<file path="src/i2crb_pkg.sv">
// i2crb_pkg: register offsets, config fields, timing and state codes
// for the buffered i2c slave; assumes an 8-bit cpu i/o register space.
package i2crb_pkg;
    // register offsets in the cpu i/o space
    localparam logic [7:0] ADR_BUS_CP = 8'hcc;
    localparam logic [7:0] ADR_CPU_SIDE_BASE_POINTER = 8'hcd;
    localparam logic [7:0] ADR_CPU_SIDE_CURRENT_POINTER = 8'hce;
    localparam logic [7:0] ADR_BUF = 8'hcf;
    localparam logic [7:0] ADR_CFG = 8'hd6;
    // configuration fields
    localparam int CFG_EN = 0;
    localparam int CFG_RATE_LO = 2;
    localparam int CFG_STOP_INTERRUPT_ENABLE = 4;
    localparam int CFG_PSEL = 6;
    localparam logic [7:0] CFG_RST = 8'h00;
    localparam logic [7:0] CFG_WMASK = 8'h7d;
    localparam logic [7:0] RD_RST = 8'h00;
    // buffer pointers
    localparam logic [4:0] PTR_RST = 5'h00;
    localparam logic [4:0] PTR_LAST = 5'h1f;
    localparam logic [4:0] PTR_STEP = 5'h01;
    // clock rate codes
    localparam logic [1:0] RATE_100K = 2'h0;
    localparam logic [1:0] RATE_400K = 2'h1;
    localparam logic [1:0] RATE_50K = 2'h2;
    // oscillator speed codes
    localparam logic [1:0] OSC_S0 = 2'h0;
    localparam logic [1:0] OSC_S1 = 2'h1;
    localparam logic [1:0] OSC_S2 = 2'h2;
    // prescale factors
    localparam logic [4:0] PRE_STD_S0 = 5'h08;
    localparam logic [4:0] PRE_STD_S1 = 5'h04;
    localparam logic [4:0] PRE_STD_S2 = 5'h10;
    localparam logic [4:0] PRE_FST_S0 = 5'h02;
    localparam logic [4:0] PRE_FST_S1 = 5'h01;
    localparam logic [4:0] PRE_FST_S2 = 5'h04;
    localparam logic [4:0] PRE_RSV = 5'h01;
    localparam logic [2:0] LAST_BIT = 3'h7;
    typedef enum logic [2:0] {
        ST_IDLE = 3'b000,
        ST_ADDR = 3'b001,
        ST_AACK = 3'b010,
        ST_RX = 3'b011,
        ST_RACK = 3'b100,
        ST_TX = 3'b101,
        ST_TACK = 3'b110
    } i2crb_st_t;
endpackage

</file>
<file path="src/i2crb_top.sv">
// i2crb_top: i2c slave serving a 32-byte ram, cpu pointers, config reg.
// assumes pins and cpu i/o strobes are synchronous to MCLK.
// Summary of operation
// address match loads bus pointer from base
// bus pointer increments per byte, saturates 31
// bus bytes use bus current pointer location
// cpu base write also loads cpu pointer
// cpu pointer wraps past last location
// buffer port reads/writes at cpu pointer, increments
// fetch-phase buffer reads are ignored
// compatible mode: port and bus pointers inert, cpu pointers still load on base writes
// pin select fixed while enabled
// stop interrupt only on flag rise
// rate field selects bus speed
// standard rates prescale /8 /4 /16
// fast rate prescale /2 /1 /4
// disabled: status cleared, logic reset, pins released
// disabled: cpu buffer access blocked
// enable synchronised before use
// interrupt on start plus address
// start restarts address, stop idles
// bit timing follows external master
// software forces nack before disabling; there is no nack control, every matched address and write byte is acked
// first write byte sets bus base
// acts as auto-acking ram, never stalls
// saturated pointer keeps last location
`timescale 1ns/1ps
module i2crb_top
    import i2crb_pkg::*;
#(
    parameter int DW = 8,
    parameter int AW = 5
) (
    input wire logic MCLK,
    input wire logic RESET_N,
    input wire logic [7:0] IO_ADDR,
    input wire logic [7:0] IO_WDATA,
    input wire logic IO_WR,
    input wire logic IO_RD,
    input wire logic IO_EXECUTE_PHASE,
    output logic [7:0] IO_RDATA,
    input wire logic BUF_MODE,
    input wire logic [1:0] OSC_SPEED,
    input wire logic [6:0] SLAVE_ADDR,
    input wire logic STOP_CLR,
    input wire logic SCL0_I,
    input wire logic SDA0_I,
    input wire logic SCL1_I,
    input wire logic SDA1_I,
    output logic SDA0_O,
    output logic SDA0_OE_N,
    output logic SDA1_O,
    output logic SDA1_OE_N,
    output logic [1:0] PIN_OWN,
    output logic STOP_FLAG,
    output logic IRQ
);
    localparam int FW = AW + DW;

    // prescale factor from rate and oscillator speed
    function automatic logic [4:0] prescale(input logic [1:0] rate, input logic [1:0] osc);
        logic [4:0] p;
        p = PRE_RSV;
        case (rate)
            RATE_100K, RATE_50K: begin
                case (osc)
                    OSC_S0: p = PRE_STD_S0;
                    OSC_S1: p = PRE_STD_S1;
                    OSC_S2: p = PRE_STD_S2;
                    default: p = PRE_RSV;
                endcase
            end
            RATE_400K: begin
                case (osc)
                    OSC_S0: p = PRE_FST_S0;
                    OSC_S1: p = PRE_FST_S1;
                    OSC_S2: p = PRE_FST_S2;
                    default: p = PRE_RSV;
                endcase
            end
            default: p = PRE_RSV;
        endcase
        return p;
    endfunction

    function automatic logic [4:0] ptr_sat(input logic [4:0] p);
        return (p == PTR_LAST) ? p : 5'(p + PTR_STEP);
    endfunction

    logic [7:0] cfg_r;
    logic en_s1_r, en_s2_r, en;
    logic [4:0] pre_cnt_r;
    logic tick_r, smp_r;
    logic scl_r, scl_p_r, sda_r, sda_p_r;
    logic scl_rise, scl_fall, start_c, stop_c;
    i2crb_st_t st_r;
    logic [2:0] bit_cnt_r;
    logic [7:0] sh_r;
    logic got8_r, rw_r, first_r, nack_r, busy_r, sda_low_r;
    logic addr_evt_r, stop_evt_r;
    logic [4:0] bp_bus_r, cp_bus_r, bp_cpu_r, cp_cpu_r;
    logic push_pend_r;
    logic [FW-1:0] push_data_r;
    logic [7:0] mem_r [0:31];
    logic [FW-1:0] fq_r [0:1];
    logic [1:0] fcnt_r;
    logic fhead_r;
    logic fin_rdy, fout_vld, fout_rdy, fpush, fpop;
    logic [FW-1:0] fout;
    logic buf_ok, cpu_wr_buf, cpu_rd_buf, scl_in, sda_in;

    assign en = en_s2_r;
    assign buf_ok = en && BUF_MODE;
    assign cpu_wr_buf = IO_WR && IO_ADDR == ADR_BUF && buf_ok;
    assign cpu_rd_buf = IO_RD && IO_EXECUTE_PHASE && IO_ADDR == ADR_BUF && buf_ok;
    assign scl_in = cfg_r[CFG_PSEL] ? SCL1_I : SCL0_I;
    assign sda_in = cfg_r[CFG_PSEL] ? SDA1_I : SDA0_I;

    // configuration register, kept through disable
    always_ff @(posedge MCLK) begin
        if (!RESET_N) begin
            cfg_r <= CFG_RST;
        end else if (IO_WR && IO_ADDR == ADR_CFG) begin
            cfg_r <= IO_WDATA & CFG_WMASK;
            if (cfg_r[CFG_EN]) begin
                cfg_r[CFG_PSEL] <= cfg_r[CFG_PSEL];
            end
        end
    end

    // enable synchroniser
    always_ff @(posedge MCLK) begin
        if (!RESET_N) begin
            en_s1_r <= 1'b0;
            en_s2_r <= 1'b0;
        end else begin
            en_s1_r <= cfg_r[CFG_EN];
            en_s2_r <= en_s1_r;
        end
    end

    // sample-rate divider
    always_ff @(posedge MCLK) begin
        if (!RESET_N || !en) begin
            pre_cnt_r <= PTR_RST;
            tick_r <= 1'b0;
        end else if (5'(pre_cnt_r + PTR_STEP) >= prescale(cfg_r[CFG_RATE_LO+:2], OSC_SPEED)) begin
            pre_cnt_r <= PTR_RST;
            tick_r <= 1'b1;
        end else begin
            pre_cnt_r <= 5'(pre_cnt_r + PTR_STEP);
            tick_r <= 1'b0;
        end
    end

    // bus line sampling
    always_ff @(posedge MCLK) begin
        if (!RESET_N || !en) begin
            scl_r <= 1'b1;
            scl_p_r <= 1'b1;
            sda_r <= 1'b1;
            sda_p_r <= 1'b1;
            smp_r <= 1'b0;
        end else begin
            smp_r <= tick_r;
            if (tick_r) begin
                scl_r <= scl_in;
                scl_p_r <= scl_r;
                sda_r <= sda_in;
                sda_p_r <= sda_r;
            end
        end
    end

    assign scl_rise = smp_r && scl_r && !scl_p_r;
    assign scl_fall = smp_r && !scl_r && scl_p_r;
    assign start_c = smp_r && scl_r && scl_p_r && sda_p_r && !sda_r;
    assign stop_c = smp_r && scl_r && scl_p_r && !sda_p_r && sda_r;

    // slave protocol engine and bus-side pointers
    always_ff @(posedge MCLK) begin
        if (!RESET_N || !en) begin
            st_r <= ST_IDLE;
            bit_cnt_r <= 3'h0;
            sh_r <= RD_RST;
            got8_r <= 1'b0;
            rw_r <= 1'b0;
            first_r <= 1'b0;
            nack_r <= 1'b0;
            busy_r <= 1'b0;
            sda_low_r <= 1'b0;
            addr_evt_r <= 1'b0;
            stop_evt_r <= 1'b0;
            bp_bus_r <= PTR_RST;
            cp_bus_r <= PTR_RST;
            push_pend_r <= 1'b0;
            push_data_r <= '0;
        end else begin
            addr_evt_r <= 1'b0;
            stop_evt_r <= 1'b0;
            if (fpush) begin
                push_pend_r <= 1'b0;
            end
            if (start_c) begin
                st_r <= ST_ADDR;
                bit_cnt_r <= 3'h0;
                got8_r <= 1'b0;
                sda_low_r <= 1'b0;
                busy_r <= 1'b0;
            end else if (stop_c) begin
                st_r <= ST_IDLE;
                sda_low_r <= 1'b0;
                stop_evt_r <= busy_r;
                busy_r <= 1'b0;
            end else if (scl_rise) begin
                if (st_r == ST_TACK) begin
                    nack_r <= sda_r;
                    cp_bus_r <= ptr_sat(cp_bus_r);
                end else if (st_r == ST_ADDR || st_r == ST_RX || st_r == ST_TX) begin
                    sh_r <= {sh_r[6:0], sda_r};
                    bit_cnt_r <= bit_cnt_r + 3'h1;
                    got8_r <= bit_cnt_r == LAST_BIT;
                end
            end else if (scl_fall) begin
                case (st_r)
                    ST_ADDR: begin
                        if (got8_r && sh_r[7:1] == SLAVE_ADDR && BUF_MODE) begin
                            st_r <= ST_AACK;
                            sda_low_r <= 1'b1;
                            rw_r <= sh_r[0];
                            first_r <= !sh_r[0];
                            busy_r <= 1'b1;
                            addr_evt_r <= 1'b1;
                            cp_bus_r <= bp_bus_r;
                        end else if (got8_r) begin
                            st_r <= ST_IDLE;
                        end
                    end
                    ST_AACK, ST_RACK: begin
                        got8_r <= 1'b0;
                        bit_cnt_r <= 3'h0;
                        if (rw_r) begin
                            st_r <= ST_TX;
                            sh_r <= mem_r[cp_bus_r];
                            sda_low_r <= !mem_r[cp_bus_r][7];
                        end else begin
                            st_r <= ST_RX;
                            sda_low_r <= 1'b0;
                        end
                    end
                    ST_RX: begin
                        if (got8_r) begin
                            st_r <= ST_RACK;
                            sda_low_r <= 1'b1;
                            first_r <= 1'b0;
                            if (first_r) begin
                                bp_bus_r <= sh_r[4:0];
                                cp_bus_r <= sh_r[4:0];
                            end else begin
                                push_pend_r <= 1'b1;
                                push_data_r <= {cp_bus_r, sh_r};
                                cp_bus_r <= ptr_sat(cp_bus_r);
                            end
                        end
                    end
                    ST_TX: begin
                        if (got8_r) begin
                            st_r <= ST_TACK;
                            sda_low_r <= 1'b0;
                        end else begin
                            sda_low_r <= !sh_r[7];
                        end
                    end
                    ST_TACK: begin
                        got8_r <= 1'b0;
                        bit_cnt_r <= 3'h0;
                        if (nack_r) begin
                            st_r <= ST_IDLE;
                        end else begin
                            st_r <= ST_TX;
                            sh_r <= mem_r[cp_bus_r];
                            sda_low_r <= !mem_r[cp_bus_r][7];
                        end
                    end
                    default: st_r <= ST_IDLE;
                endcase
            end
        end
    end

    // two-entry receive buffer between shifter and ram
    assign fin_rdy = fcnt_r != 2'h2;
    assign fout_vld = fcnt_r != 2'h0;
    assign fout_rdy = !cpu_wr_buf;
    assign fpush = push_pend_r && fin_rdy;
    assign fpop = fout_vld && fout_rdy;
    assign fout = fq_r[fhead_r];

    always_ff @(posedge MCLK) begin
        if (!RESET_N || !en) begin
            fcnt_r <= 2'h0;
            fhead_r <= 1'b0;
        end else begin
            fcnt_r <= 2'(fcnt_r + {1'b0, fpush} - {1'b0, fpop});
            fhead_r <= fhead_r ^ fpop;
        end
    end

    always_ff @(posedge MCLK) begin
        if (fpush) begin
            fq_r[fhead_r ^ fcnt_r[0]] <= push_data_r;
        end
    end

    // shared ram, cpu port wins and stalls the buffer
    always_ff @(posedge MCLK) begin
        if (cpu_wr_buf) begin
            mem_r[cp_cpu_r] <= IO_WDATA;
        end else if (fpop) begin
            mem_r[fout[FW-1:DW]] <= fout[DW-1:0];
        end
    end

    // cpu-side pointers
    always_ff @(posedge MCLK) begin
        if (!RESET_N || !en) begin
            bp_cpu_r <= PTR_RST;
            cp_cpu_r <= PTR_RST;
        end else if (IO_WR && IO_ADDR == ADR_CPU_SIDE_BASE_POINTER) begin
            bp_cpu_r <= IO_WDATA[4:0];
            cp_cpu_r <= IO_WDATA[4:0];
        end else if (cpu_wr_buf || cpu_rd_buf) begin
            cp_cpu_r <= 5'(cp_cpu_r + PTR_STEP);
        end
    end

    // cpu read data
    always_ff @(posedge MCLK) begin
        if (!RESET_N) begin
            IO_RDATA <= RD_RST;
        end else if (IO_RD) begin
            case (IO_ADDR)
                ADR_BUS_CP: IO_RDATA <= {3'h0, cp_bus_r};
                ADR_CPU_SIDE_BASE_POINTER: IO_RDATA <= {3'h0, bp_cpu_r};
                ADR_CPU_SIDE_CURRENT_POINTER: IO_RDATA <= {3'h0, cp_cpu_r};
                ADR_BUF: IO_RDATA <= buf_ok ? mem_r[cp_cpu_r] : RD_RST;
                ADR_CFG: IO_RDATA <= cfg_r;
                default: IO_RDATA <= RD_RST;
            endcase
        end
    end

    // stop flag and interrupt
    always_ff @(posedge MCLK) begin
        if (!RESET_N || !en) begin
            STOP_FLAG <= 1'b0;
            IRQ <= 1'b0;
        end else begin
            STOP_FLAG <= stop_evt_r || (STOP_FLAG && !STOP_CLR);
            IRQ <= addr_evt_r || (stop_evt_r && !STOP_FLAG && cfg_r[CFG_STOP_INTERRUPT_ENABLE]);
        end
    end

    // pin drivers, released while disabled
    always_ff @(posedge MCLK) begin
        if (!RESET_N) begin
            SDA0_O <= 1'b0;
            SDA1_O <= 1'b0;
            SDA0_OE_N <= 1'b1;
            SDA1_OE_N <= 1'b1;
            PIN_OWN <= 2'h0;
        end else begin
            SDA0_O <= 1'b0;
            SDA1_O <= 1'b0;
            SDA0_OE_N <= !(en && sda_low_r && !cfg_r[CFG_PSEL]);
            SDA1_OE_N <= !(en && sda_low_r && cfg_r[CFG_PSEL]);
            PIN_OWN <= en ? (cfg_r[CFG_PSEL] ? 2'h2 : 2'h1) : 2'h0;
        end
    end
endmodule

</file>
<file path="config.mk">
export PLATFORM = sky130hd
export DESIGN_NAME = i2crb_top
export DESIGN_NICKNAME = d
export VERILOG_FILES = /design/src/i2crb_pkg.sv /design/src/i2crb_top.sv
export SDC_FILE = /design/constraint.sdc
export NUM_CORES = 1
export LEC_CHECK = 0
export BUFFER_PORTS_ARGS = -buffer_cell sky130_fd_sc_hd__buf_2
export CAP_MARGIN = 20
export CORE_ASPECT_RATIO = 0.9
export CORE_MARGIN = 2
export CORE_UTILIZATION = 60
export CTS_CLUSTER_DIAMETER = 120
export DETAILED_ROUTE_END_ITERATION = 10
export HOLD_SLACK_MARGIN = 0.08
export MAX_ROUTING_LAYER = met4
export PLACE_DENSITY = 0.81
export SETUP_SLACK_MARGIN = 0.2
export SLEW_MARGIN = 20
export SYNTH_ARGS = -nofsm -noshare
export SYNTH_HDL_FRONTEND = slang
export SYNTH_SLANG_ARGS = --single-unit
export TNS_END_PERCENT = 100
</file>
<file path="constraint.sdc">
create_clock -name MCLK -period 5 [get_ports MCLK]
set_input_delay 0.5 -clock MCLK [delete_from_list [all_inputs] [get_ports MCLK]]
set_output_delay 0.5 -clock MCLK [all_outputs]
set_load 0.005 [all_outputs]
</file>
==> key figures <==
Clock tree
  • Root Driver: clkbuf_16
  • Clock Sinks: 384
  • Clk_lat worst skew: 540 ps
  • CTS tree: built
  • CTS max path bufs: 3
  • Inserted Clock Buffers: 38
  • Post-CTS sizing: 0
  • H-tree depth: 2
  • CTS Hold Bufs: 0
  • Clock-pin slew on the worst setup and hold paths: 70 ps
  • # Post-CTS Setup Buffers: 0

Synth
  • Synth Register Bits: 384
  • XOR/XNOR Fraction of Synth Area: 0.795%
  • Synth top area cells: edfxtp_1, mux4_2, dfxtp_1, nand2_1, nor2_1
  • Cells after Synth: 1174
  • Main combinational cell family by area after synthesis: multiplexers
  • Portion of netlist area occupied by mux cells: 22.0%
  • Async S/R FF share, synth: 0%
  • Syn Area/Cell: 15.0 sq um
  • Sequential share of the synthesized area: 59.6%
  • Cell taking the most area after synthesis: edfxtp_1
  • Ys Warns: 0
  • Post-synth top area share: 48.0%
  • Simple-Gate Fraction of Synth Area: 8.26%
  • Adder-cell share of the synthesized area: 0.852%
  • Distinct cells, synth: 65
  • Main synth FF type: edfxtp_1
  • Synth Cell Area: 17600 sq um
  • Count leader, synth: edfxtp_1
  • Compound-Gate Fraction of Synth Area: 6.27%
  • Synth top cells by count: edfxtp_1, mux4_2, dfxtp_1
  • EDFF count, synth: 282

Min path
  • Hold Crit Class: in2reg

Pwr
  • VDD IR max: 0.360 mV
  • Clock power share: 45.6%
  • Switching Share: 20.2%
  • Power density over the cells: 329 nW/um^2
  • Combinational Power Share: 1.4%
  • LEAKAGE: 5.87 nW
  • Int Power: 0.00513 W
  • P_sw: 0.00130 W
  • Reg power frac: 53.0%

STA
  • Final setup violation count: 0
  • Worst Skew: 23.3 ps
  • Relative slew slack: 27.8%
  • Final min period: 3200 ps
  • Period Utilization, post-route: 64.1%
  • Final setup margin: 1800 ps
  • RSZ-0062 raised after global routing: false
  • Max-slew violation count: 0
  • Slew @ Worst Pin: 1080 ps
  • Final hold violation count: 0
  • Worst hold slack: 258 ps
  • Fmax: 312 MHz
  • Post-route setup TNS: 0 ps

Detailed routing
  • Met3 WL: 4780 um
  • Final wirelength: 45500 um
  • Routed vias: 11.3k
  • DRC viols: 0
  • Detail Route Antenna Nets: 0
  • Drt first pass iters: 7
  • Wl on met1: 17900 um
  • Metal2 WL: 21000 um
  • Iter 0 DRT Violations: 1511
  • Vias per cell: 6.93
  • WL/cell: 28.0 um
  • Top layer in use: met4

Flow run
  • Max_cap viols: 0

Global route
  • Grt total ovfl: 0
  • Initial antenna violation count: 1
  • Vias in the first global route: 10.9k
  • GRT Overall Usage: 31.4%
  • Pin count of the biggest net entering global routing: 48
  • First-pass GRT wire length: 69000 um

Cells and area
  • Fin util: 67.5%
  • Share of layout cells above drive strength 1: 25.2%
  • Area grow syn2layout: 10.8%
  • Post-layout nets: 1247

Worst setup path
  • Crit start category: register
  • CP endpoint kind: register
  • Critical Path Fanout Max: 26
  • CP required: 5150 ps
  • CP arrival: 3350 ps
  • Kind of critical path: reg2reg

Floorplan
  • Core area: 28900 sq um
  • Num ports: 52
  • Row Count: 59
  • Die Wd: 185 um
  • Die Y: 167 um
  • Die area: 30800 sq um
  • Effective utilization at floorplan: 60.9%

Placed design
  • Detailed Place HPWL: 30600 um
  • GP Congestion: 0.956
  • Number of I/O port buffers: 49
  • Post-place setup slack: 1650 ps

Outcome
  • Status: finished clean
flip-flops by register name, summed over array words and instances, names as in the netlist, 5 cells and up, named ones only:
signal / cells
mem_r: 256
cp_cpu_r: 5
bp_bus_r: 5
cp_bus_r: 5
bp_cpu_r: 5
fq_r: 26
cfg_r: 6
pre_cnt_r: 5
sh_r: 8
IO_RDATA: 8
push_data_r: 13
worst paths after layout:
path                             startpoint     endpoint  slack, ps  cells after the start
worst max-delay path                     en  mem_r[5][3]       1800                      7
worst min-delay path            IO_WDATA[6]     cfg_r[6]        260                      3
worst max register to register           en  mem_r[5][3]       1800                      7
worst min register to register    sda_low_r    SDA1_OE_N        430                      1
cell type report:
cell class	count	area, sq um
Sequential cell	384	10500
Inverter	11	41.3
Clock buffer	53	1090
Clock inverter	17	198
Multi-Input combinational cell	705	6840
Tap cell	396	495
Fill cell	1930	9410
Antenna cell	1	2.50
Timing Repair Buffer	59	345
metal layers:
layer  global-route usage (%)  vias to the layer above
met5                        -                        -
li1                         -                     4690
met4                     10.6                        0
met1                     45.3                     5724
met2                     46.1                      746
met3                     5.58                      109
metrics by stage:
| stage | std cells | cell area, sq um | power, W |
|---|---|---|---|
| final | 1626 | 19500 | 0.00643 |
| after CTS | 1624 | 19500 | 0.00644 |
| after global routing | 1626 | 19500 | 0.00656 |
| after floorplan | 1175 | 17600 | 0.00351 |
| after detailed placement | 1554 | 18200 | 0.00356 |
| after global placement | 1554 | 18200 | 0.00356 |
cell usage in the layout (no fill, tap or decap), drive strengths merged, types with 3 or more instances in the layout:
master	count
and2	6
nand3b	12
nor3b	4
mux2i	32
clkbuf	53
nor2	94
nand2	98
a221oi	8
a21o	6
nand4	5
inv	13
a211oi	3
a221o	4
a22oi	4
o22ai	11
a211o	3
and3	8
mux4	153
nor2b	18
nor3	11
nand2b	9
xor2	5
clkinv	10
a31oi	8
or3	5
dfxtp	102
buf	59
bufinv	3
a21oi	63
xnor2	11
a21boi	8
mux2	10
ha	12
nand3	21
o21ai	43
edfxtp	282
logic make-up after synthesis:
logic type	Yosys count
DFF	384
and+or+nand+nor	304
muxes	195
AOI/OAI and AO/OA	176
buffers and inverters	86
xor gates and xnor gates	16
adders and majority gates	12
other	1
critical path: stages (launching register included):
cell and delay, ps:
dfxtp_1 380, and4_1 270, a41oi_2 190, buf_4 410, mux2i_1 470, nor2b_1 240, nand2_1 190, nor2_1 650
power by group through the flow:
stage	Combinational (W)	Clock [W]	Sequential, W
finish	0.0000871	0.00293	0.00341
global route	0.0000944	0.00306	0.00341
CTS	0.0000880	0.00294	0.00341
detailed placement	0.0000873	0	0.00348
global placement	0.0000849	0	0.00348
floorplan	0.0000351	0	0.00348
(Power assumes the default switching activity.)
